--- config.mk ---
export PLATFORM = sky130hd
export DESIGN_NAME = imsbf_top
export DESIGN_NICKNAME = d
export VERILOG_FILES = /design/src/hdl/imsbf_pkg.sv /design/src/hdl/imsbf_top.sv
export SDC_FILE = /design/constraint.sdc
export NUM_CORES = 2
export LEC_CHECK = 0
export BUFFER_PORTS_ARGS = -buffer_cell sky130_fd_sc_hd__buf_2
export CORE_ASPECT_RATIO = 0.6
export CORE_MARGIN = 3
export CORE_UTILIZATION = 54
export CTS_CLUSTER_DIAMETER = 150
export CTS_CLUSTER_SIZE = 12
export DETAILED_ROUTE_END_ITERATION = 12
export PLACE_DENSITY = 0.85
export SETUP_SLACK_MARGIN = 0.3
export SLEW_MARGIN = 10
export SYNTH_ARGS = -nofsm -noshare
export SYNTH_HDL_FRONTEND = slang
export SYNTH_SLANG_ARGS = --single-unit
--- constraint.sdc ---
create_clock -name i_mclk -period 10 [get_ports i_mclk]
set_clock_uncertainty 0.1 [all_clocks]
set_input_delay 2 -clock i_mclk [delete_from_list [all_inputs] [get_ports i_mclk]]
set_output_delay 2 -clock i_mclk [all_outputs]
set_load 0.005 [all_outputs]
--- src/hdl/imsbf_pkg.sv ---
// Constants for the imager scan sequencer and block formatter.
// Assumes a single 250 MHz system clock; all rates derive from it.
`default_nettype none
package imsbf_pkg;
  // ==========================================
  // Clock and timing
  localparam int CLK_HZ = 250000000;
  localparam int STEP_URAD = 8;
  localparam int SLEW_URAD_S = 174533;
  localparam int STEP_CYC = int'(64'(CLK_HZ) * STEP_URAD / SLEW_URAD_S);
  localparam int TURN_MS = 200;
  localparam int TURN_CYC = CLK_HZ / 1000 * TURN_MS;
  localparam int TURN_SEGS = 32;
  localparam int SOUTH_STEPS = 28;
  localparam int CAL_LEVELS = 16;
  // Bit clock as a phase accumulator: exact 2.6208 Mb/s
  localparam int BIT_RATE_HZ = 2620800;
  localparam logic [21:0] ACC_STEP = 22'(BIT_RATE_HZ / 100);
  localparam logic [21:0] ACC_MOD = 22'(CLK_HZ / 100);
  // ==========================================
  // Block format
  localparam int SMP_W = 10;
  localparam int WORDS = 48;
  localparam int VIS_N = 8;
  localparam int IR_N = 7;
  localparam int VIS_PER_BLK = 4;
  localparam int TAIL_BLKS = 3;
  localparam int TELEM_BLKS = 39;
  localparam logic [9:0] SYNC_WORD = 10'h3E5;
  localparam logic [9:0] FILL_WORD = 10'h155;
  localparam logic [9:0] CRAFT_ID = 10'h0A1; // arbitrary value
  localparam logic [9:0] INSTR_ID = 10'h0B2; // arbitrary value
  localparam logic [5:0] W_ID = 6'h01;
  localparam logic [5:0] W_MOTION = 6'h02;
  localparam logic [5:0] W_SERVO = 6'h03;
  localparam logic [5:0] W_VIS0 = 6'h04;
  localparam logic [5:0] W_IR0 = 6'h24;
  // Quarter cosine, cos(k*pi/32)*127, k = 0..16
  localparam logic [7:0] COS_TAB [0:16] = '{8'h7F, 8'h7E, 8'h7D, 8'h7A, 8'h75, 8'h70,
    8'h6A, 8'h62, 8'h5A, 8'h51, 8'h47, 8'h3C, 8'h31, 8'h25, 8'h19, 8'h0C, 8'h00};

  typedef enum logic [2:0] {
    ST_IDLE = 3'b000,
    ST_SLEW_EW = 3'b001,
    ST_SLEW_NS = 3'b010,
    ST_LINE = 3'b011,
    ST_TURN = 3'b100,
    ST_DWELL = 3'b101
  } imsbf_state_type;

  typedef enum logic [2:0] {
    BLK_FILL = 3'b000,
    BLK_HEAD = 3'b001,
    BLK_ACT = 3'b010,
    BLK_TRAIL = 3'b011,
    BLK_TELEM = 3'b100
  } imsbf_blk_type;
endpackage : imsbf_pkg
`default_nettype wire

--- src/hdl/imsbf_top.sv ---
// Scan mirror sequencer and 480-bit block formatter with serial output.
// Assumes commands and detector samples come from logic on i_mclk.
//
// Functional notes
// - Scan starts from a command carrying frame start and end locations.
// - Location is inductosyn cycle plus increment; increment selects sine/cosine.
// - East-west increment 8 urad mechanical, 16 optical; north-south 8 both.
// - Slew by single increments at fast rate; east-west before north-south.
// - Line scan uses slew step rate and increment size.
// - At line end run 0.2 s turnaround, 32 cosine velocity steps.
// - Each turnaround steps north-south 28 increments south.
// - Repeat line, turnaround, south step until southern limit.
// - Excursions reuse slew and position logic; by command or subprogram. Here started by the i_excur_go command only.
// - Consecutive lines alternate scan direction.
// - Infrared sampled 5460/s, visible 21840/s during lines.
// - Per block: visible detectors four samples, infrared one.
// - Coordinate origin is zero cycle, zero increment, northwest corner.
// - Every sample is a 10-bit code.
// - Blocks are 480 bits as 48 words of 10 bits.
// - Start-of-line from sequencer synchronises formatter block sequence.
// - Header block after start-of-line: ids, status, attitude, coordinates, fill.
// - Active blocks: sync, ids, motion compensation, servo error, samples.
// - Three more active blocks after line end.
// - Then trailer block like header, then 39 telemetry blocks.
// - All data multiplexed and sent as one serial stream.
// - Serial rate 2.6208 Mb/s, 5460 blocks per second.
// - During space look, step calibration through sixteen levels.
`default_nettype none
module imsbf_top #(
  parameter int CYC_W = 8,
  parameter int INC_W = 8,
  parameter int STEP_CYC = imsbf_pkg::STEP_CYC,
  parameter int TURN_CYC = imsbf_pkg::TURN_CYC
) (
  input wire logic i_mclk,
  input wire logic i_rst,
  input wire logic i_scan_go,
  input wire logic [CYC_W+INC_W-1:0] i_start_ew,
  input wire logic [CYC_W+INC_W-1:0] i_start_ns,
  input wire logic [CYC_W+INC_W-1:0] i_end_ew,
  input wire logic [CYC_W+INC_W-1:0] i_end_ns,
  input wire logic i_excur_go,
  input wire logic [CYC_W+INC_W-1:0] i_excur_ew,
  input wire logic [CYC_W+INC_W-1:0] i_excur_ns,
  input wire logic [imsbf_pkg::VIS_N*imsbf_pkg::SMP_W-1:0] i_vis_data,
  input wire logic [imsbf_pkg::IR_N*imsbf_pkg::SMP_W-1:0] i_ir_data,
  input wire logic [imsbf_pkg::SMP_W-1:0] i_motion,
  input wire logic [imsbf_pkg::SMP_W-1:0] i_servo_err,
  input wire logic [imsbf_pkg::SMP_W-1:0] i_status,
  input wire logic [imsbf_pkg::SMP_W-1:0] i_attitude,
  input wire logic [imsbf_pkg::SMP_W-1:0] i_telem,
  output logic [CYC_W-1:0] o_ew_cyc,
  output logic [INC_W-1:0] o_ew_inc,
  output logic [CYC_W-1:0] o_ns_cyc,
  output logic [INC_W-1:0] o_ns_inc,
  output logic [7:0] o_vel_code,
  output logic o_busy,
  output logic o_sol,
  output logic o_vis_strobe,
  output logic o_ir_strobe,
  output logic o_cal_en,
  output logic [3:0] o_cal_level,
  output logic o_ser_bit,
  output logic o_bit_strobe
);
  import imsbf_pkg::*;
  localparam int PW = CYC_W + INC_W;
  localparam int SEG_CYC = TURN_CYC / TURN_SEGS;

  function automatic logic [PW-1:0] step_to(input logic [PW-1:0] pos, input logic [PW-1:0] tgt);
    if (pos < tgt) return pos + PW'(1);
    else if (pos > tgt) return pos - PW'(1);
    else return pos;
  endfunction : step_to

  // ==========================================
  // Scan sequencer
  imsbf_state_type state_reg;
  logic [PW-1:0] ew_reg, ns_reg, tgt_ew_reg, tgt_ns_reg, ret_ew_reg, ret_ns_reg;
  logic [PW-1:0] start_ew_reg, end_ew_reg, end_ns_reg;
  logic leg_reg, scanning_reg, exc_reg, exc_pend_reg;
  logic [PW-1:0] exc_ew_reg, exc_ns_reg;
  logic [31:0] step_cnt_reg, sub_cnt_reg;
  logic [4:0] seg_reg;
  logic line_end_reg;
  logic [PW-1:0] line_tgt;
  logic step_tick, seg_roll;

  assign step_tick = step_cnt_reg == 32'(STEP_CYC - 1);
  assign seg_roll = sub_cnt_reg == 32'(SEG_CYC - 1);
  assign line_tgt = leg_reg ? start_ew_reg : end_ew_reg;

  // Step pacing: one increment per period in slews and lines
  always_ff @(posedge i_mclk) begin
    if (i_rst || !(state_reg inside {ST_SLEW_EW, ST_SLEW_NS, ST_LINE}) || step_tick) begin
      step_cnt_reg <= '0;
    end else begin
      step_cnt_reg <= step_cnt_reg + 32'd1;
    end
  end

  // Turnaround and space-look segment timing
  always_ff @(posedge i_mclk) begin
    if (i_rst || !(state_reg inside {ST_TURN, ST_DWELL})) begin
      sub_cnt_reg <= '0;
      seg_reg <= '0;
    end else if (seg_roll) begin
      sub_cnt_reg <= '0;
      seg_reg <= seg_reg + 5'd1;
    end else begin
      sub_cnt_reg <= sub_cnt_reg + 32'd1;
    end
  end

  // Excursion request latch; a new request beats the clear
  always_ff @(posedge i_mclk) begin
    if (i_rst) begin
      exc_pend_reg <= 1'b0;
      exc_ew_reg <= '0;
      exc_ns_reg <= '0;
    end else if (i_excur_go) begin
      exc_pend_reg <= 1'b1;
      exc_ew_reg <= i_excur_ew;
      exc_ns_reg <= i_excur_ns;
    end else if ((state_reg == ST_IDLE && !i_scan_go) ||
                 (state_reg == ST_TURN && seg_roll && seg_reg == 5'd31)) begin
      exc_pend_reg <= 1'b0;
    end
  end

  always_ff @(posedge i_mclk) begin
    if (i_rst) begin
      state_reg <= ST_IDLE;
      ew_reg <= '0;
      ns_reg <= '0;
      tgt_ew_reg <= '0;
      tgt_ns_reg <= '0;
      ret_ew_reg <= '0;
      ret_ns_reg <= '0;
      start_ew_reg <= '0;
      end_ew_reg <= '0;
      end_ns_reg <= '0;
      leg_reg <= 1'b0;
      scanning_reg <= 1'b0;
      exc_reg <= 1'b0;
      o_sol <= 1'b0;
      line_end_reg <= 1'b0;
    end else begin
      o_sol <= 1'b0;
      line_end_reg <= 1'b0;
      unique case (state_reg)
        ST_IDLE: begin
          if (i_scan_go) begin
            start_ew_reg <= i_start_ew;
            end_ew_reg <= i_end_ew;
            end_ns_reg <= i_end_ns;
            tgt_ew_reg <= i_start_ew;
            tgt_ns_reg <= i_start_ns;
            leg_reg <= 1'b0;
            scanning_reg <= 1'b1;
            state_reg <= ST_SLEW_EW;
          end else if (exc_pend_reg) begin
            ret_ew_reg <= ew_reg;
            ret_ns_reg <= ns_reg;
            tgt_ew_reg <= exc_ew_reg;
            tgt_ns_reg <= exc_ns_reg;
            exc_reg <= 1'b1;
            state_reg <= ST_SLEW_EW;
          end
        end
        ST_SLEW_EW: begin
          if (ew_reg == tgt_ew_reg) state_reg <= ST_SLEW_NS;
          else if (step_tick) ew_reg <= step_to(ew_reg, tgt_ew_reg);
        end
        ST_SLEW_NS: begin
          if (ns_reg == tgt_ns_reg) begin
            if (exc_reg) begin
              state_reg <= ST_DWELL;
            end else if (scanning_reg) begin
              state_reg <= ST_LINE;
              o_sol <= 1'b1;
            end else begin
              state_reg <= ST_IDLE;
            end
          end else if (step_tick) begin
            ns_reg <= step_to(ns_reg, tgt_ns_reg);
          end
        end
        ST_LINE: begin
          if (ew_reg == line_tgt) begin
            line_end_reg <= 1'b1;
            if (ns_reg >= end_ns_reg) begin
              scanning_reg <= 1'b0;
              state_reg <= ST_IDLE;
            end else begin
              state_reg <= ST_TURN;
            end
          end else if (step_tick) begin
            ew_reg <= step_to(ew_reg, line_tgt);
          end
        end
        ST_TURN: begin
          if (seg_roll && seg_reg < 5'(SOUTH_STEPS)) ns_reg <= ns_reg + PW'(1);
          if (seg_roll && seg_reg == 5'd31) begin
            leg_reg <= !leg_reg;
            if (exc_pend_reg) begin
              ret_ew_reg <= ew_reg;
              ret_ns_reg <= ns_reg;
              tgt_ew_reg <= exc_ew_reg;
              tgt_ns_reg <= exc_ns_reg;
              exc_reg <= 1'b1;
              state_reg <= ST_SLEW_EW;
            end else begin
              state_reg <= ST_LINE;
              o_sol <= 1'b1;
            end
          end
        end
        ST_DWELL: begin
          if (seg_roll && seg_reg == 5'd31) begin
            exc_reg <= 1'b0;
            tgt_ew_reg <= ret_ew_reg;
            tgt_ns_reg <= ret_ns_reg;
            state_reg <= ST_SLEW_EW;
          end
        end
        default: state_reg <= ST_IDLE;
      endcase
    end
  end

  assign o_ew_cyc = ew_reg[PW-1:INC_W];
  assign o_ew_inc = ew_reg[INC_W-1:0];
  assign o_ns_cyc = ns_reg[PW-1:INC_W];
  assign o_ns_inc = ns_reg[INC_W-1:0];

  // Velocity profile and calibration staircase
  always_ff @(posedge i_mclk) begin
    if (i_rst) begin
      o_vel_code <= '0;
      o_cal_en <= 1'b0;
      o_cal_level <= '0;
      o_busy <= 1'b0;
    end else begin
      o_busy <= state_reg != ST_IDLE;
      o_cal_en <= state_reg == ST_DWELL;
      o_cal_level <= seg_reg[4:1];
      if (state_reg != ST_TURN) o_vel_code <= COS_TAB[0];
      else if (seg_reg <= 5'd16) o_vel_code <= COS_TAB[seg_reg];
      else o_vel_code <= 8'h00 - COS_TAB[5'd0 - seg_reg];
    end
  end

  // ==========================================
  // Bit timing and block framing
  logic [21:0] acc_reg;
  logic [22:0] acc_sum;
  logic bit_tick;
  logic [3:0] bit_reg;
  logic [5:0] word_reg, blk_cnt_reg, nidx;
  logic blk_end, sol_pend_reg, end_pend_reg, tail_reg;
  imsbf_blk_type blk_reg;

  assign acc_sum = {1'b0, acc_reg} + {1'b0, ACC_STEP};
  assign bit_tick = acc_sum >= {1'b0, ACC_MOD};
  assign blk_end = bit_tick && bit_reg == 4'd9 && word_reg == 6'(WORDS - 1);

  always_ff @(posedge i_mclk) begin
    if (i_rst) begin
      acc_reg <= '0;
      bit_reg <= '0;
      word_reg <= '0;
    end else begin
      acc_reg <= bit_tick ? 22'(acc_sum - {1'b0, ACC_MOD}) : acc_sum[21:0];
      if (bit_tick) begin
        bit_reg <= bit_reg == 4'd9 ? 4'd0 : bit_reg + 4'd1;
        if (bit_reg == 4'd9) word_reg <= blk_end ? 6'd0 : word_reg + 6'd1;
      end
    end
  end

  // Block sequence; a line event in the boundary cycle is kept
  always_ff @(posedge i_mclk) begin
    if (i_rst) begin
      blk_reg <= BLK_FILL;
      blk_cnt_reg <= '0;
      sol_pend_reg <= 1'b0;
      end_pend_reg <= 1'b0;
      tail_reg <= 1'b0;
    end else begin
      if (o_sol) sol_pend_reg <= 1'b1;
      else if (blk_end) sol_pend_reg <= 1'b0;
      if (line_end_reg) end_pend_reg <= 1'b1;
      else if (blk_end) end_pend_reg <= 1'b0;
      if (blk_end) begin
        blk_cnt_reg <= '0;
        tail_reg <= 1'b0;
        if (sol_pend_reg) begin
          blk_reg <= BLK_HEAD;
        end else begin
          unique case (blk_reg)
            BLK_HEAD: blk_reg <= BLK_ACT;
            BLK_ACT: begin
              if (tail_reg && blk_cnt_reg == 6'(TAIL_BLKS)) begin
                blk_reg <= BLK_TRAIL;
              end else if (tail_reg || end_pend_reg) begin
                tail_reg <= 1'b1;
                blk_cnt_reg <= blk_cnt_reg + 6'd1;
              end
            end
            BLK_TRAIL: begin
              blk_reg <= BLK_TELEM;
              blk_cnt_reg <= 6'd1;
            end
            BLK_TELEM: begin
              if (blk_cnt_reg == 6'(TELEM_BLKS)) blk_reg <= BLK_FILL;
              else blk_cnt_reg <= blk_cnt_reg + 6'd1;
            end
            BLK_FILL: blk_reg <= BLK_FILL;
            default: blk_reg <= BLK_FILL;
          endcase
        end
      end
    end
  end

  // ==========================================
  // Sample capture; one block of latency so output never mixes blocks
  logic [SMP_W-1:0] cap_vis [0:VIS_N*VIS_PER_BLK-1];
  logic [SMP_W-1:0] out_vis [0:VIS_N*VIS_PER_BLK-1];
  logic [SMP_W-1:0] cap_ir [0:IR_N-1];
  logic [SMP_W-1:0] out_ir [0:IR_N-1];
  logic [1:0] vis_k_reg;

  always_ff @(posedge i_mclk) begin
    if (i_rst) begin
      o_vis_strobe <= 1'b0;
      o_ir_strobe <= 1'b0;
      vis_k_reg <= '0;
    end else begin
      o_vis_strobe <= bit_tick && bit_reg == 4'd0 && blk_reg == BLK_ACT &&
                      word_reg inside {6'd0, 6'd12, 6'd24, 6'd36};
      o_ir_strobe <= bit_tick && bit_reg == 4'd0 && blk_reg == BLK_ACT &&
                     word_reg == 6'd0;
      if (bit_tick && bit_reg == 4'd0) vis_k_reg <= 2'(word_reg / 6'd12);
    end
  end

  always_ff @(posedge i_mclk) begin
    if (o_vis_strobe) begin
      for (int d = 0; d < VIS_N; d++) begin
        cap_vis[vis_k_reg*VIS_N+d] <= i_vis_data[d*SMP_W +: SMP_W];
      end
    end
    if (o_ir_strobe) begin
      for (int d = 0; d < IR_N; d++) cap_ir[d] <= i_ir_data[d*SMP_W +: SMP_W];
    end
    if (blk_end) begin
      out_vis <= cap_vis;
      out_ir <= cap_ir;
    end
  end

  // ==========================================
  // Word multiplexer and serializer
  logic [9:0] word_next, shift_reg;

  assign nidx = word_reg + 6'd1;

  always_comb begin
    word_next = FILL_WORD;
    if (nidx == W_ID) begin
      word_next = {1'b0, blk_reg, blk_cnt_reg};
    end else begin
      unique case (blk_reg)
        BLK_HEAD, BLK_TRAIL: begin
          unique case (nidx)
            6'd2: word_next = CRAFT_ID;
            6'd3: word_next = INSTR_ID;
            6'd4: word_next = i_status;
            6'd5: word_next = i_attitude;
            6'd6: word_next = 10'(ew_reg >> INC_W);
            6'd7: word_next = 10'(ew_reg[INC_W-1:0]);
            6'd8: word_next = 10'(ns_reg >> INC_W);
            6'd9: word_next = 10'(ns_reg[INC_W-1:0]);
            default: word_next = FILL_WORD;
          endcase
        end
        BLK_ACT: begin
          if (nidx == W_MOTION) word_next = i_motion;
          else if (nidx == W_SERVO) word_next = i_servo_err;
          else if (nidx >= W_VIS0 && nidx < W_IR0) word_next = out_vis[5'(nidx - W_VIS0)];
          else if (nidx >= W_IR0 && nidx < W_IR0 + 6'(IR_N))
            word_next = out_ir[3'(nidx - W_IR0)];
        end
        BLK_TELEM: begin
          if (nidx == 6'd2) word_next = i_telem;
        end
        default: word_next = FILL_WORD;
      endcase
    end
  end

  always_ff @(posedge i_mclk) begin
    if (i_rst) begin
      shift_reg <= SYNC_WORD;
      o_ser_bit <= 1'b0;
      o_bit_strobe <= 1'b0;
    end else begin
      o_bit_strobe <= bit_tick;
      if (bit_tick) begin
        o_ser_bit <= shift_reg[4'd9 - bit_reg];
        if (bit_reg == 4'd9) shift_reg <= blk_end ? SYNC_WORD : word_next;
      end
    end
  end
endmodule : imsbf_top
`default_nettype wire

==> flow_metrics.env <==
export IMPL_clk_insertion_delay_late_ps=720
export IMPL_clock_sinks=1103
export IMPL_die_x_um=385
export IMPL_h_tree_depth=3
export IMPL_path_class="reg2reg"
export IMPL_finalCritPeriodShare_pct=57.0
export IMPL_p_sw_w=0.00248
export IMPL_ctsResizeCount=0
export IMPL_die_area_sq_um=90000
export IMPL_grtUsageTotal_pct=28.5
export IMPL_power_frac_comb_pct=11.1
export IMPL_synthesis_nets=4216
export IMPL_grt_overflow_total=0
export IMPL_worstPathArrival_ps=5900
export IMPL_start_kind="flip-flop"
export IMPL_timing_setup_tns_ps=0
export IMPL_cts_clk_slew_worst_paths_ps=60
export IMPL_power_density_nw_per_um2=186
export IMPL_ctsHoldBuffers=0
export IMPL_num_vias=33568
export IMPL_io_pins=351
export IMPL_slew_violations=0
export IMPL_ys_types=87
export IMPL_nets=4483
export IMPL_synthFlopType="edfxtp_1"
export IMPL_synthArstFlopShare_pct=0
export IMPL_wl_mm=131
export IMPL_path_max_fanout=193
export IMPL_initial_core_util_pct=55.2
export IMPL_p_clk_share_pct=36.6
export IMPL_grt_pass1_vias=31052
export IMPL_yosysWarnings=0
export IMPL_fill_cells=6232
export IMPL_reg_top3="cap_vis x320, out_vis x320"
export IMPL_ys_seq_elements=1103
export IMPL_rsz0062_at_grt="false"
export IMPL_numPortBuffers=350
export IMPL_syn_inst=3823
export IMPL_clock_path_buffers=3
export IMPL_hold_path_class="reg2reg"
export IMPL_hpwl_mm=87.3
export IMPL_cts_tree="done"
export IMPL_switching_share_pct=25.5
export IMPL_final_area_sq_um=52200
export IMPL_power_w=0.00970
export IMPL_core_sq_um=84400
export IMPL_post_dp_cell_area_sq_um=49300
export IMPL_maxSlewHeadroom_pct=6.88
export IMPL_register_area_sq_um=29900
export IMPL_worst_pin_slew_ps=1400
export IMPL_row_count=82
export IMPL_fmax_ghz=0.175
export IMPL_p_int_w=0.00722
export IMPL_worst_ep_required_time_ps=10190
export IMPL_cts_setup_buffers=0
export IMPL_grt_max_degree=194
export IMPL_drtIter0Drc=4893
export IMPL_pwr_share_seq_pct=52.3
export IMPL_synth_edf_count=780
export IMPL_wl_per_cell_um=24.8
export IMPL_hold_viol_final=0
export IMPL_numCtsBuffers=101
export IMPL_drive_above_1_share_pct=14.5
export IMPL_p_leak_nw=18.2
export IMPL_max_cap_violations=0
export IMPL_vias_per_cell=6.36
export IMPL_gp_congestion=0.923
export IMPL_fin_ws_ps=4300
export IMPL_multi_input_area_sq_um=15600
export IMPL_antenna_found_initial=16
export IMPL_status="complete, no violations"
export IMPL_syn_to_final_growth_pct=12.0
export IMPL_firstDrtPassIters=7
export IMPL_synth_area_per_cell_sq_um=12.2
export IMPL_grt_pass1_wl_mm=193
export IMPL_synth_area_sq_um=46600
export IMPL_root_buffer="clkbuf_16"
export IMPL_die_height_um=234
export IMPL_drc_errors=0
export IMPL_preCtsSetupSlack_ps=4390
export IMPL_setup_viol=0
export IMPL_ir_drop_uv=162
export IMPL_cp_end_kind="flip-flop"
export IMPL_ant_nets=0
export IMPL_ys_seq_area_share_pct=64.1
export IMPL_period_minus_slack_ps=5700
## worst paths after layout
path                                               from                    to  slack (ps)  cells after the start
worst min-delay path               cap_ir[67]$_DFFE_PP_  out_ir[67]$_DFFE_PP_         260                      0
worst max register to register  acc_reg[5]$_SDFFE_PP0P_  out_ir[56]$_DFFE_PP_        4300                     12
worst min register to register     cap_ir[67]$_DFFE_PP_  out_ir[67]$_DFFE_PP_         260                      0
worst max-delay path            acc_reg[5]$_SDFFE_PP0P_  out_ir[56]$_DFFE_PP_        4300                     12
## metrics by stage
stage | cells | utilization (%) | hold WS, ps
after global placement | 5121 | 58.4 | 300
after detailed placement | 5121 | 58.4 | 305
after CTS | 5268 | 61.7 | 266
after global routing | 5276 | 61.8 | 278
after floorplan | 3823 | - | 300
final | 5279 | 61.8 | 263
## synth_stat cells (all sizes together), types with 59 or more instances
master  number  area, sq um
a21oi      210         1050
buf         59          293
clkbuf     169          636
dfxtp      323         6470
edfxtp     780        23400
ha          93         1160
inv         80          300
mux2i      134         1340
nand2      439         1650
nand3      127          641
nor2       299         1120
o211ai      86          651
o21ai      163          827
xnor2       61          542
## worst max-delay path, stage by stage (launching register included)
cell	delay, ps
dfxtp_1	540
inv_1	140
ha_1	330
nand3b_4	250
a21oi_1	310
mux2_2	390
nor2_1	220
a211oi_2	100
o41ai_4	810
nand2_2	360
clkinvlp_4	200
buf_12	740
buf_4	660
## layout make-up
| type | count | area share, % |
|---|---|---|
| inverters | 82 | 0.597 |
| multi-input cells | 2410 | 29.8 |
| clock inverters | 7 | 0.365 |
| clock buffers | 140 | 5.13 |
| flip-flops and latches | 1103 | 57.3 |
| repair buffers | 392 | 4.00 |
| well taps | 1134 | 2.72 |
| diodes | 11 | 0.0528 |
## placed cells by master (no fill, tap or decap), drive strengths merged, types with 127 or more instances in the layout
master	Yosys	final
a21oi	210	210
buf	59	392
clkbuf	169	140
dfxtp	323	323
edfxtp	780	780
mux2i	134	134
nand2	439	439
nand3	127	127
nor2	299	299
o21ai	163	163
## power by group through the flow
| stage | combinational [W] | clock [W] | sequential [W] |
|---|---|---|---|
| 5_1_grt | 0.00118 | 0.00376 | 0.00508 |
| 6_report | 0.00107 | 0.00355 | 0.00507 |
| 3_5_place_dp | 0.00104 | 0 | 0.00516 |
| 2_1_floorplan | 0.000750 | 0 | 0.00512 |
| 4_1_cts | 0.00105 | 0.00358 | 0.00507 |
| 3_3_place_gp | 0.000998 | 0 | 0.00516 |
## cell families (layout without fill, tap and decap cells)
family,Yosys count,in the layout,synth area share [%]
buffers and inverters,310,621,2.65
other,0,11,0
adder cells (fa/ha/maj),93,93,2.50
multiplexers,196,196,5.32
flip-flops,1103,1103,64.1
XOR/XNOR,107,107,2.03
AND/OR/NAND/NOR,1272,1272,13.0
AO/OA/AOI/OAI,742,742,10.4
## routing by layer
metal | track usage [%] | vias to the layer above | share of wire (%)
met4 | 9.47 | 10 | 3.0
met5 | 0 | - | 0.10
met3 | 8.59 | 281 | 13
met1 | 42.3 | 16282 | 41
met2 | 39.7 | 2290 | 42
li1 | - | 14705 | -
No activity file was read; power rests on OpenSTA's default activity.
